<file path="src/hdl/sac_defines.vh">
`ifndef SAC_DEFINES_VH
`define SAC_DEFINES_VH
// Core clock period and conversion timing
`define SAC_CLK_PERIOD_NS 40
`define SAC_CONV_MAX_NS 853
`define SAC_CONV_TYP_NS 812
`define SAC_ACQ_MIN_NS 813
`define SAC_CYCLE_MIN_NS 1666
// Cycles from the pin edge to the core seeing it (two sync stages + edge detect)
`define SAC_SYNC_LAT 3
// Longest time rounds down to whole cycles
`define SAC_CONV_CYC (`SAC_CONV_MAX_NS / `SAC_CLK_PERIOD_NS)
`define SAC_CONV_RUN (`SAC_CONV_CYC - `SAC_SYNC_LAT)
`define SAC_CNT_W 5
// Result layout
`define SAC_DATA_W 16
`define SAC_MSB 15
// Serial clock falls that end a read
`define SAC_LAST_FALL_PLAIN 5'h10
`define SAC_LAST_FALL_BUSY 5'h11
`define SAC_ZERO_CNT 5'h00
`define SAC_ONE_CNT 5'h01
`endif

</file>
<file path="src/hdl/sac_sync.v">
`timescale 1ns/10ps
`default_nettype none
// =====================================================================
// Two-stage synchroniser for one pin
module sac_sync (
  input wire i_core_clk,
  input wire i_resetn,
  input wire i_pin,
  output reg o_level
);
  reg meta;

  always @(posedge i_core_clk or negedge i_resetn) begin
    if (!i_resetn) begin
      meta <= 1'b0;
      o_level <= 1'b0;
    end else begin
      meta <= i_pin;
      o_level <= meta;
    end
  end
endmodule // sac_sync
`default_nettype wire

</file>
<file path="src/hdl/sac_port.v">
// Behaviour
// - Convert-start rising edge samples serial_data_in to pick the mode for that cycle.
// - serial_data_in high (or tied to start) selects chip-select mode; low selects chain.
// - Result is ready no later than 853 ns after the convert-start rising edge.
// - Conversion runs on the internal clock; result is the current sample, no latency.
// - Sampled code is held through conversion; the input is ignored meanwhile.
// - After conversion the block returns to acquisition; host allows 813 ns.
// - Result is 16-bit straight binary, passed through unchanged.
// - Three-wire variant: convert-start doubles as read select.
// - Four-wire variant: serial_data_in acts as a separate read select.
// - Chain mode acts as one shift-register stage passing upstream data along.
// - Optional busy bit precedes the data in both modes.
// - Chip-select mode covers 3-wire and 4-wire, each with or without busy.
// - Convert-start rise samples, starts conversion and floats serial_data_out.
// - No busy: MSB at select fall, shift on falls, release at 16th fall or select rise.
// - Busy: low bit at end, then data; release at 17th fall or select rise.
`timescale 1ns/10ps
`default_nettype none
`include "sac_defines.vh"
module sac_port (
  input wire i_core_clk,
  input wire i_resetn,
  input wire i_cnv,
  input wire i_serial_data_in,
  input wire i_sck,
  input wire [15:0] i_sample_code,
  output reg o_serial_data_out,
  output reg o_serial_data_out_oe,
  output reg o_converting,
  output reg o_chain_mode,
  output reg o_busy_enabled
);
  // ===================================================================
  // States
  localparam [4:0] ST_ACQ = 5'b00001;
  localparam [4:0] ST_CONV = 5'b00010;
  localparam [4:0] ST_WAIT_SEL = 5'b00100;
  localparam [4:0] ST_SHIFT = 5'b01000;
  localparam [4:0] ST_CHAIN = 5'b10000;

  // ===================================================================
  // Conversion length
  // Whole core cycles left once the start edge has crossed the
  // synchroniser, cut on purpose to the counter width
  localparam integer CONV_RUN = `SAC_CONV_RUN;
  wire [31:0] conv_run_full = CONV_RUN;
  wire [`SAC_CNT_W-1:0] conv_run = conv_run_full[`SAC_CNT_W-1:0];

  // ===================================================================
  // Internal state
  wire cnv_s;
  wire sdi_s;
  wire sck_s;
  reg cnv_d;
  reg sck_d;
  reg sel_d;
  reg [4:0] state;
  reg [`SAC_CNT_W-1:0] conv_cnt;
  reg [`SAC_CNT_W-1:0] fall_cnt;
  reg [`SAC_CNT_W-1:0] last_fall;
  reg [`SAC_MSB:0] held;
  reg [`SAC_MSB:0] shreg;

  // ===================================================================
  // Pin synchronisers
  // Convert-start, data in and serial clock each cross two flip-flops before any logic reads them
  sac_sync u_sync_cnv (
    .i_core_clk(i_core_clk),
    .i_resetn(i_resetn),
    .i_pin(i_cnv),
    .o_level(cnv_s)
  );
  sac_sync u_sync_sdi (
    .i_core_clk(i_core_clk),
    .i_resetn(i_resetn),
    .i_pin(i_serial_data_in),
    .o_level(sdi_s)
  );
  sac_sync u_sync_sck (
    .i_core_clk(i_core_clk),
    .i_resetn(i_resetn),
    .i_pin(i_sck),
    .o_level(sck_s)
  );

  // ===================================================================
  // Edge and select decode
  // Read select is low when either line is low: 3-wire keeps the data
  // input high, 4-wire keeps convert-start high during readout
  wire sel_n = cnv_s & sdi_s;
  wire cnv_rise = cnv_s & ~cnv_d;
  wire sck_fall = sck_d & ~sck_s;
  wire sel_fall = sel_d & ~sel_n;
  wire sel_rise = sel_n & ~sel_d;
  wire conv_done = (conv_cnt == `SAC_ONE_CNT);
  // Last counted fall of a read: 16th plain, 17th after the busy bit
  wire [`SAC_CNT_W-1:0] last_idx = last_fall - `SAC_ONE_CNT;
  wire read_last = sck_fall & (fall_cnt == last_idx);
  wire read_end = sel_rise | read_last;

  // ===================================================================
  // Edge history
  // Pins idle low, so clearing the history gives no false edge after reset
  always @(posedge i_core_clk or negedge i_resetn) begin
    if (!i_resetn) begin
      cnv_d <= 1'b0;
      sck_d <= 1'b0;
      sel_d <= 1'b0;
    end else begin
      cnv_d <= cnv_s;
      sck_d <= sck_s;
      sel_d <= sel_n;
    end
  end

  // ===================================================================
  // Conversion and serial port sequencer
  always @(posedge i_core_clk or negedge i_resetn) begin
    if (!i_resetn) begin
      state <= ST_ACQ;
      conv_cnt <= `SAC_ZERO_CNT;
      fall_cnt <= `SAC_ZERO_CNT;
      last_fall <= `SAC_LAST_FALL_PLAIN;
      held <= {`SAC_DATA_W{1'b0}};
      shreg <= {`SAC_DATA_W{1'b0}};
      o_serial_data_out <= 1'b0;
      o_serial_data_out_oe <= 1'b0;
      o_converting <= 1'b0;
      o_chain_mode <= 1'b0;
      o_busy_enabled <= 1'b0;
    end else if (cnv_rise) begin
      // A new start always wins, aborting any read in progress
      state <= ST_CONV;
      held <= i_sample_code;
      conv_cnt <= conv_run;
      o_chain_mode <= ~sdi_s;
      // Chain mode: serial clock high at the start asks for busy
      o_busy_enabled <= sdi_s ? 1'b0 : sck_s;
      o_serial_data_out_oe <= 1'b0;
      o_serial_data_out <= 1'b0;
      o_converting <= 1'b1;
      fall_cnt <= `SAC_ZERO_CNT;
    end else begin
      case (state)
        ST_ACQ: begin
          // Idle chain stage pulls low while both inputs are low
          if (o_chain_mode && !sdi_s && !cnv_s) begin
            o_serial_data_out <= 1'b0;
            o_serial_data_out_oe <= 1'b1;
          end
        end
        ST_CONV: begin
          // Fixed count of internal clock cycles; only a new convert-start rise restarts it
          conv_cnt <= conv_cnt - `SAC_ONE_CNT;
          if (conv_done) begin
            o_converting <= 1'b0;
            shreg <= held;
            fall_cnt <= `SAC_ZERO_CNT;
            if (o_chain_mode) begin
              state <= ST_CHAIN;
              o_serial_data_out_oe <= 1'b1;
              o_serial_data_out <= o_busy_enabled ? sdi_s : held[`SAC_MSB];
              if (!o_busy_enabled) begin
                shreg <= {held[`SAC_MSB-1:0], 1'b0};
              end
            end else if (!sel_n) begin
              // Select low at the end: lead with the busy bit
              o_busy_enabled <= 1'b1;
              last_fall <= `SAC_LAST_FALL_BUSY;
              o_serial_data_out <= 1'b0;
              o_serial_data_out_oe <= 1'b1;
              state <= ST_SHIFT;
            end else begin
              // Select high at the end: the MSB waits for select to fall
              o_busy_enabled <= 1'b0;
              last_fall <= `SAC_LAST_FALL_PLAIN;
              state <= ST_WAIT_SEL;
            end
          end
        end
        ST_WAIT_SEL: begin
          // Plain read: MSB appears as soon as select falls
          if (sel_fall) begin
            o_serial_data_out <= held[`SAC_MSB];
            o_serial_data_out_oe <= 1'b1;
            shreg <= {held[`SAC_MSB-1:0], 1'b0};
            state <= ST_SHIFT;
          end
        end
        ST_SHIFT: begin
          // Released at the last counted fall or as soon as select rises
          if (read_end) begin
            o_serial_data_out_oe <= 1'b0;
            o_serial_data_out <= 1'b0;
            state <= ST_ACQ;
          end else if (sck_fall) begin
            fall_cnt <= fall_cnt + `SAC_ONE_CNT;
            o_serial_data_out <= shreg[`SAC_MSB];
            shreg <= {shreg[`SAC_MSB-1:0], 1'b0};
          end
        end
        ST_CHAIN: begin
          // Upstream bit enters as our own bit leaves
          if (sck_fall) begin
            fall_cnt <= `SAC_ONE_CNT;
            o_serial_data_out <= shreg[`SAC_MSB];
            shreg <= {shreg[`SAC_MSB-1:0], sdi_s};
          end else if (o_busy_enabled && fall_cnt == `SAC_ZERO_CNT) begin
            // Until the first fall the busy bit repeats the upstream level
            o_serial_data_out <= sdi_s;
          end
        end
        default: begin
          state <= ST_ACQ;
        end
      endcase
    end
  end
endmodule // sac_port
`default_nettype wire

</file>
<file path="config.mk">
export PLATFORM = sky130hd
export DESIGN_NAME = sac_port
export DESIGN_NICKNAME = d
export VERILOG_FILES = /design/src/hdl/sac_sync.v /design/src/hdl/sac_port.v
export VERILOG_INCLUDE_DIRS = /design/src /design/src/hdl
export SDC_FILE = /design/constraint.sdc
export NUM_CORES = 1
export LEC_CHECK = 0
export ABC_CLOCK_PERIOD_IN_PS = 2100
export CORE_ASPECT_RATIO = 1.75
export CORE_UTILIZATION = 35
export DETAILED_ROUTE_END_ITERATION = 10
export DONT_BUFFER_PORTS = 1
export SYNTH_ARGS = -nofsm -noshare
export SYNTH_HDL_FRONTEND = slang
export SYNTH_HIERARCHICAL = 1
export SYNTH_SLANG_ARGS = --single-unit
</file>
<file path="constraint.sdc">
create_clock -name i_core_clk -period 2.1 [get_ports i_core_clk]
set_clock_uncertainty 0.2 [all_clocks]
set_input_delay 0.105 -clock i_core_clk [delete_from_list [all_inputs] [get_ports i_core_clk]]
set_output_delay 0.105 -clock i_core_clk [all_outputs]
set_load 0.03 [all_outputs]
</file>
# == Word-level counts from Yosys, hierarchy flattened ==
# Index checks and enable logic that the tools add are counted.
# word_totals
wordCells,135
out_inout_bits,5
ram_bits,0
inputBits,21
ff_bits,66
latch_bits,0
romBits,0
mem_count,0
# classes
eq_ne,24
addsub,3
shift,0
n_reduce_logical,21
mul,0
magnitude_cmp,0
n_div,0
muxes,53
bitwise,14
# op_table
operator,count
$mux W16,7
$pmux W16 S4,1
$mux W5,12
$mux W1,28
$ne A3 B3 Y1 const B,7
$pmux W5 S4,1
$pmux W5 S3,1
$reduce_and A7 Y1,2
$ne A4 B4 Y1 const B,3
$eq A5 B1 Y1 const B,2
$ne A2 B2 Y1 const B,5
$sub A5 B1 Y5 const B,2
$reduce_and A4 Y1,2
$reduce_bool A4 Y1,2
$not A1 Y1,7
$and A1 B1 Y1,6
$reduce_and A6 Y1,1
$reduce_bool A6 Y1,1
$add A5 B1 Y5 const B,1
$eq A5 B2 Y1 const B,1
$eq A5 B3 Y1 const B,1
$eq A5 B4 Y1 const B,1
$eq A5 B5 Y1,1
$eq A5 B5 Y1 const B,1
other kinds (14),19

# == Depth between registers and ports, before layout ==
# Gate-level depths: netlist (run 1).
# logic_depth
word_depth,7
mapped_depth,9
mapped_depth_nobuf,8

# == Cells and area by module ==
# The synthesis (run 1) kept the hierarchy.
# modules_own_cells
module,cells_each,area_each_um2,instances,seq_area_each_um2
sac_port,307,2805.2,1,1402.6
sac_sync,2,50.0,3,50.0

# == Worst setup path after synthesis (run 1) ==
# No wires, ideal clock.
# synth_timing
path_type,register to register
start,reg state[2]
end,reg o_serial_data_out_oe
path_buffers,1
arrival_time_ps,1941
path_slack_ps,-172
period_less_slack_ps,2272
required_ps,1769
path_stages_with_launch,9
setup_time_ps,131
path_cell_list,dfrtp_1 buf_2 nor3_2 nand2_1 nor4_2 o21ai_0 a211o_1 a31oi_1 nor3_1
# synth_via
elab_chain_len,3
elab_cells_between_ends,13
cone_classes,9 x eq/ne; 2 x mux; 2 x reduce/logical
# synth_rtl
element,line_no,source
from (decl),sac_port.v:57,reg [4:0] state;
from (signal assigned),sac_port.v:120,state <= ST_ACQ;
from (signal assigned),sac_port.v:133,state <= ST_CONV;
from (signal assigned),sac_port.v:160,state <= ST_CHAIN;
"$eq A5 B2 Y1, or another cell as far along",sac_port.v:144,case (state)
"$ne A4 B4 Y1 (no source line), or another cell as far along",n/a,
$reduce_and A6 Y1 (no source line) / $mux W1 (equally long branches),n/a,
to (signal assigned),sac_port.v:139,o_serial_data_out_oe <= 1'b0;
to (signal assigned),sac_port.v:149,o_serial_data_out_oe <= 1'b1;
to (signal assigned),sac_port.v:161,o_serial_data_out_oe <= 1'b1;
to (decl),sac_port.v:28,"output reg o_serial_data_out_oe,"
# Several ways; a longest one is shown, not always the timed one.
# A chain may end at the register's enable or synchronous reset.

# == Final worst setup path (run 1) ==
# layout_timing
start,reg u_sync_sdi.o_level
end,reg shreg[11]
# layout_via
elab_chain_len,5
elab_cells_between_ends,8
cone_classes,2 x eq/ne; 5 x bitwise; 1 x reduce/logical
# layout_rtl
element,line_no,source
from (decl),sac_sync.v:9,output reg o_level
from (signal assigned),sac_sync.v:19,o_level <= meta;
$and A1 B1 Y1 (*),sac_port.v:90,wire sel_n = cnv_s & sdi_s;
$and A1 B1 Y1 / $not A1 Y1 (equally long branches),"sac_port.v:94, sac_port.v:93",
$or A1 B1 Y1 / $and A1 B1 Y1 (equally long branches),"sac_port.v:99, sac_port.v:93",
$ne A2 B2 Y1 (no source line),n/a,
$reduce_and A7 Y1 (no source line) (*),n/a,
to (signal assigned),sac_port.v:125,shreg <= {`SAC_DATA_W{1'b0}};
to (signal assigned),sac_port.v:157,shreg <= held;
to (signal assigned),sac_port.v:164,"shreg <= {held[`SAC_MSB-1:0], 1'b0};"
to (decl),sac_port.v:62,reg [`SAC_MSB:0] shreg;
# Mark *: on every way between the ends. The rest lies on a longest branch, timed or not.

==> results by stage, run 1 <==
Global routing:
- Entering global routing, the biggest net connects 63 pins.
- For this run, global-route usage on met3 was measured as under 10%.
- For met2 alone, demand over resource in global routing was 39.40%.
- The wire length of the first global-routing pass is approximately 14 mm.
- The number of antenna violations at the first check in global routing is 0.
- In the global route stage, overall resource usage came out at 21.67%.
- The sum of overflow across all layers after global routing is 0.
- The via count of the first global-routing pass is about 2,900.
- The global routing stage identified its most utilized layer as met2.
- Global routing used a little over a fifth of the available met1 tracks.

Floorplan:
- The top-level port count is 26.
- The die span in x is ~71 um.
- The starting utilization of the core area is a little over a third.
- The die is 123.6 um tall.
- The die covers between 8000 and 9000 um^2.
- The number of rows created at floorplan is 44.
- The core region is about 8300 um^2.

Clocking:
- The clock net in this run drives a total of 62 sinks.
- The H-tree level count is 3.
- Clock-pin slew was measured on the worst setup and hold paths at approximately 0.05 ns.
- The worst-case clock buffer depth is 2.
- The clock tree from TritonCTS is built.
- The cell chosen for the clock root is sky130_fd_sc_hd__clkbuf_16.
- At the later pin of the worst-skew pair, clock insertion delay measures 0.33 ns.
- The number of clock buffers added by TritonCTS is 9.

Logic synthesis:
- The number of different library cells in the post-synthesis netlist is between 40 and 50.
- The prevailing post-synth register cell is sky130_fd_sc_hd__dfrtp_1.
- Of the synthesized area, sequential elements account for between 50 and 60%.
- In this run, synthesis inferred 0 flip-flops with an integrated enable.
- After synthesis the netlist holds a flip-flop and latch count of 62.
- A synthesized cell averages about 9.4 um^2.
- Counting flops with an async set or reset pin after synthesis yields a share of 100.0%.
- The number of synthesis warnings is 6.
- The synthesized cell area is 2955 um^2.
- Synthesis produced a netlist with a net count of 338.
- The number of instances in the synthesized netlist is about 310.

Outcome:
- The checks that failed: negative setup slack.
- The run finished, with violations left.

Worst setup path:
- Data on the critical path arrives at its endpoint at 2.26 ns.
- Walking the worst path, the cells encountered are nand2_1 > nor2_1 > nor3_4 > nor2_4 > a2111oi_4 > buf_4 > buf_12 > buf_12 > nor2_4 > a21oi_2.
- The maximum fanout along the worst path is 7.
- The critical path class is reg2reg.
- The type of destination of the critical path is a flop.
- The worst setup path is launched from a flop.
- Together, buffers and inverters on the worst path number 3.
- The slowest cell on the critical path is sky130_fd_sc_hd__dfrtp_1.
- The largest delay contributor family on the critical path is simple AND/OR/NAND/NOR gates.
- The largest stage delay on the critical path is between 0.3 and 0.4 ns.
- The data required time at the worst endpoint is 2.16 ns.

Placed design:
- The placed cell count is 440.
- The placed wire-length estimate is 5.606 mm.
- OpenSTA, run right after detailed placement, puts the worst setup slack at -0.2263 ns.
- Routability-driven placement finished with a final weighted congestion of just over 0.9.
- The count of buffers added on input and output ports is 0.

Final layout:
- Cells fill 54.24% of the core in the end.
- Of the cells placed in the final design, the portion with a size suffix greater than 1 is a little over a third.
- The synthesis-to-finish area growth is 51.57%.
- The final net count is 422.
- The non-filler instance count after layout is a little under 500.
- The number of inserted diodes is 0.

Detailed routing:
- The pre-antenna-repair detailed-routing pass consisted of 6 iterations.
- In the routed layout, each cell is associated on average with a via count of roughly 5.6.
- Wires add up to slightly below 9 mm.
- The number of nets with antenna violations after routing is 0.
- The wire length per cell is between 15 and 20 um.
- The routed via count is approximately 2,800.
- The detailed-route DRC error count is 0.
- The first-iteration detailed-routing DRC count is roughly 180.

Min path:
- The min-delay analysis places its worst path in the category in2async.

Timing:
- The actual transition at the worst max-transition pin is 0.4843 ns.
- Setup violations remaining at the end of the flow were counted as 20.
- Setup repair after global routing could not meet its margin everywhere.
- After routing, the total negative slack on setup checks comes to -0.7389 ns.
- The minimum setup slack in the final design is -0.1020 ns.
- The maximum achievable frequency is between 400 and 500 MHz.
- The count of final hold-check violations is 0.
- After layout, the minimum clock period comes to 2.202 ns.
- The final cycle utilization of the critical path is 104.9%.
- The count of pins over their slew limit is 0.
- Measured against its own limit, the worst slew margin works out to between 60% and 70%.

Power and ir drop:
- In this run the power density over the cells is 1319 nW/um^2.
- The leakage power figure is 0.001944 uW.
- The total power consumption of the routed design is ~5900 uW.
- The worst vdd rail ir drop is 842.4 uV.

Flow run:
- The max-capacitance violation count is 0.
## cell families (layout without fill, tap and decap cells)
logic type                 count (synthesis)  after routing  share of synthesized area, %
and+or+nand+nor                          145            145                         22.90
AOI/OAI and AO/OA                         70             71                         17.06
DFF                                       62             62                         52.54
buffers and inverters                     24            111                         3.387
xor gates and xnor gates                   7              7                         2.075
adders and majority gates                  4              4                         1.694
muxes                                      1              1                        0.3387
## cell usage after synthesis, drive strengths merged, types with 2 or more instances
library cell	number	area [um^2]
inv	8	30.03
a21oi	21	105.1
nand3	11	55.05
a32o	2	20.02
and4b	2	20.02
nor4	4	46.29
a31oi	4	25.02
nor2	33	123.9
buf	5	28.77
and3	2	12.51
xor2	2	17.52
a22o	3	26.28
nor4b	3	26.28
clkbuf	11	41.29
a222oi	15	150.1
nor2b	4	25.02
nand2b	3	18.77
dfrtp	61	1526
ha	4	50.05
nand2	71	266.5
nor3	6	35.03
nor3b	2	15.01
o21ai	14	70.07
xnor2	5	43.79
a211o	2	17.52
## path summary, 6_finish.rpt
check,from,endpoint,slack (ns),cells after the start
min in group i_core_clk,i_sck,u_sync_sck/meta,0.13,1
max in group asynchronous,i_resetn,state[0],1.28,2
max reg2reg,u_sync_sdi/o_level,shreg[11],-0.10,10
min reg2reg,u_sync_sck/meta,u_sync_sck/o_level,0.16,0
min,i_resetn,fall_cnt[1],0.09,2
max,u_sync_sdi/o_level,shreg[11],-0.10,10
## per-stage QoR
stage	hold WS [ns]	instance area [um^2]
after floorplan	-0.3906	2995
after global placement	-0.3881	3441
after detailed placement	-0.3884	3441
after CTS	0.1141	4359
after global routing	0.1299	4479
final	0.08943	4479
## state kept, by name (all words and copies together) (netlist names), 5 cells and up
register	cells
conv_cnt	5
fall_cnt	5
held	16
shreg	16
state	5
## final cells by class
cell class                 instances  area, um^2
clock inverter                     2       10.01
fill                             735        3779
sequential                        62        1558
multi-input combinational        228        1663
inverter                           8       30.03
clock buffer                      13       240.2
tap                               92       115.1
timing repair buffer              88       863.3
## power by group
group          internal, uW  switching [uW]  total [uW]
clock network           787             492        1280
registers              1530             351        1880
logic                  1410            1350        2750
## placed cells by master, fill, tap and decap left out, types with 5 or more instances in the layout
cell type                       instances
sky130_fd_sc_hd__nand2_1               67
sky130_fd_sc_hd__o21ai_0               10
sky130_fd_sc_hd__buf_4                 54
sky130_fd_sc_hd__a222oi_1              15
sky130_fd_sc_hd__a21oi_2               16
sky130_fd_sc_hd__nand3_1                9
sky130_fd_sc_hd__a21oi_1                5
sky130_fd_sc_hd__buf_6                  6
sky130_fd_sc_hd__nor2_1                18
sky130_fd_sc_hd__dfrtp_1               57
sky130_fd_sc_hd__dlygate4sd3_1         20
sky130_fd_sc_hd__clkbuf_16              9
sky130_fd_sc_hd__nor2_4                12
sky130_fd_sc_hd__inv_1                  8
## timing repair
action / 4_1_cts / 5_1_grt
hold buffers: 21 / 0
endpoints found under the hold margin: 81 / 0
setup buffers: 13 / 2
gates cloned: 4 / 0
gates resized for setup: 63 / 26
pin swaps: 15 / 14
endpoints found under the setup margin: 24 / 28
## routing by layer
metal	part of all wire [%]	vias to the layer above
met1	36	1339
met2	55	95
met4	4.5	0
met3	3.9	34
li1	-	1290
met5	0	-
Power figures use the tool's default switching activity.
==> run 2: changes to the inputs <==
SETUP_SLACK_MARGIN = 0.15   (was not set)
==> run 2 against run 1 <==
The run still ends with negative setup slack left. Final cell count up 2.0%. Global-route usage decreased by 1.1 points. Sequential share of layout area up 0.20 points. Maximum frequency increased by 1.2%. Die area unchanged. Setup slack gained 0.025 ns.
==> results by stage, run 2 (synthesis results as in run 1) <==
Outcome:
- The flow ran to the end, but the final reports show violations.
- The checks that failed: negative setup slack.

Floorplan:
- The starting utilization of the core area is 35.79% (unchanged).
- The die span in x is 71.46 um (unchanged).
- The core footprint was 8258 um^2 (unchanged).
- The height of the chip is 123.6 um (unchanged).
- The number of rows created at floorplan is 44 (unchanged).
- The top-level port count is 26 (unchanged).
- The die outline area is 8830 um^2 (unchanged).

Timing:
- The actual transition at the worst max-transition pin was 0.4338 ns (-0.05057 ns).
- The count of final hold-check violations is 0 (unchanged).
- The final count of negative-setup-slack endpoints was 20 (unchanged).
- The worst-case headroom to the max-slew limit is 70.97% (+3.3 points).
- The minimum setup slack in the final design was -0.07690 ns (+0.02507 ns).
- The count of pins over their slew limit was 0 (unchanged).
- The final cycle utilization of the critical path is 103.7% (-1.2 points).
- The final period demand of the worst path is 2.177 ns (-0.02507 ns).
- The maximum achievable frequency is 459.4 MHz (+1.2%).
- Setup repair after global routing could not meet its margin everywhere.
- The tightest hold margin came to 0.1000 ns (+0.01060 ns).
- The setup TNS was -0.9697 ns (-0.2308 ns).

Global routing:
- The global routing stage identified its most utilized layer as met2.
- The overall global routing resource usage is 20.60% (-1.1 points).
- The sum of overflow across all layers after global routing came to 0 (unchanged).
- The global routing usage on met1 is 21.78% (+0.062 points).
- The maximum number of pins on one net before global-route repair is 63 (unchanged).
- The global routing met2 resource utilization is 35.65% (-3.7 points).
- The number of antenna violations at the first check in global routing is 0 (unchanged).
- The wire length of the first global-routing pass is 13.46 mm (-5.9%).
- The via count of the first global-routing pass was 2,672 (-7.0%).
- The global-route track usage on met3 was 5.053% (+0.16 points).

Worst setup path:
- The maximum fanout along the worst path came to 5 (-2).
- The data arrival time at the worst-slack endpoint is 2.20 ns (-0.06 ns).
- The largest stage delay on the critical path came to 0.60 ns (+0.23 ns).
- The type of destination of the critical path is a flop.
- The critical path class is reg2reg.
- The data required time at the worst endpoint is 2.12 ns (-0.04 ns).
- The signal on the critical path passes through buf_4 > nor2_1 > nand3_1 > o22ai_2 > a32o_2 > a31oi_2 > nand3_1 > a32o_1.
- The worst setup path is launched from a flop.
- The library cell appearing most often on the critical path is sky130_fd_sc_hd__nand3_1.
- On the critical path, the stage with the largest delay is an instance of sky130_fd_sc_hd__dfstp_2.

Detailed routing:
- The detailed-route DRC error count is 0 (unchanged).
- The routed wire length came to 8.868 mm (+0.99%).
- The first-iteration detailed-routing DRC count is 212 (+19%).
- The routed via count is 2,786 (+1.0%).
- The number of search-and-repair iterations in the first detailed-routing pass came to 7 (+1).
- The average vias per placed instance is 5.539 (-0.99%).
- The number of nets with antenna violations after routing was 0 (unchanged).
- The wire length per cell is 17.63 um (-1.0%).

Final layout:
- In the layout the commonest cells are sky130_fd_sc_hd__nand2_1 (68), sky130_fd_sc_hd__buf_4 (67), sky130_fd_sc_hd__dfrtp_1 (56).
- The final net count is 432 (+2.4%).
- The final instance area is 4457 um^2 (-0.50%).
- The synthesis-to-finish area growth is 50.80%.
- In the final layout, the registers with the most flip-flops are held (16), shreg (16).
- The fraction of layout cells with a size suffix above 1 was 35.28% (-0.63 points).
- The total area of multi-input combinational cells is 1572 um^2 (-5.5%).
- The number of inserted diodes is 0 (unchanged).
- The core utilization of the finished layout came to 53.97% (-0.27 points).
- The most frequent standard cell in the layout excluding fill and tap cells is sky130_fd_sc_hd__nand2_1.
- The total of fill cells in the finished design is 761 (+3.5%).
- The area used by sequential logic in the layout was 1559 um^2 (about the same).

Clocking:
- The cell chosen for the clock root is sky130_fd_sc_hd__clkbuf_16.
- The number of buffers created by CTS is 9 (unchanged).
- The H-tree level count is 3 (unchanged).
- The number of sinks on the clock net is 62 (unchanged).
- The clock network latency to the later pin of the worst-skew pair is 0.33 ns (about the same).
- The clock tree from TritonCTS is built.
- The worst-case clock buffer depth came to 2 (unchanged).
- The post-CTS clock slew at the launch and capture registers of the worst setup and hold paths came to 0.05 ns (about the same).

Placed design:
- The placed wire-length estimate came to 5.517 mm (-1.6%).
- The cell area reported after detailed placement came to 3446 um^2 (+0.15%).
- The final weighted congestion of routability-driven global placement is 0.9283 (+1.2%).
- The post-place setup slack is -0.2741 ns (-0.04789 ns).
- The count of input and output buffers is 0 (unchanged).

Flow run:
- The max-capacitance violation count came to 0 (unchanged).

Power and ir drop:
- The worst vdd rail ir drop was 739.1 uV (-12%).
- The leakage power figure is 0.001982 uW (+2.0%).
- The power density over the cells is 1293 nW/um^2 (-1.9%).

Min path:
- The path class of the lowest-slack min-delay path is in2async.
run 2: cell count changes in the layout (fill, tap and decap cells not counted), sizes merged:
cell      change
buf           +9
bufinv        +1
o21ai         -1
clkinvlp      +1
run 2: area by class of cell:
type / instances / area share (%)
repair buffers: 99 / 19.99
well taps: 92 / 2.583
clock inverters: 4 / 1.067
inverters: 8 / 0.6738
multi-input cells: 227 / 35.26
clock buffers: 11 / 5.446
flip-flops and latches: 62 / 34.98
run 2: what timing repair did:
action / in CTS / in global routing
setup buffers: 12 / 13
gates resized for setup: 29 / 34
hold buffers: 21 / 0
hold endpoints to repair: 81 / 0
pin swaps: 17 / 11
gates cloned: 0 / 2
setup endpoints to repair: 30 / 31
run 2: power by group:
group	internal [uW]	switching [uW]	leakage (uW)
Sequential	1520	297	0.000744
Combinational	1240	1240	0.00110
Clock	939	522	0.000141
run 2: through the flow:
| step | power [uW] | std cells |
|---|---|---|
| after floorplan | 2924 | 313 |
| after global placement | 3493 | 440 |
| after detailed placement | 3531 | 440 |
| after CTS | 5255 | 488 |
| after global routing | 6072 | 503 |
| final | 5763 | 503 |
run 2: final timing paths:
path / from / endpoint / slack [ns] / cells after the start
max: state[0] / o_serial_data_out / -0.08 / 8
min: i_resetn / u_sync_sck/meta / 0.10 / 2
max reg2reg: state[0] / o_serial_data_out / -0.08 / 8
min reg2reg: u_sync_sck/meta / u_sync_sck/o_level / 0.15 / 0
max in group asynchronous: i_resetn / state[0] / 1.28 / 2
min in group i_core_clk: i_serial_data_in / u_sync_sdi/meta / 0.13 / 1
run 2: worst max-delay path, delay by kind of cell, from the launching register on:
| kind | cells | cell delay [ns] |
|---|---|---|
| buffers and inverters | 1 | 0.14 |
| AOI/OAI and AO/OA | 4 | 0.78 |
| and+or+nand+nor | 3 | 0.34 |
| DFF | 1 | 0.60 |
run 2: metal layers:
metal / vias to the layer above / routed length, um
li1: 1307 / -
met1: 1364 / 3317
met2: 82 / 4793
met3: 33 / 307
met4: 0 / 450
met5: - / 0
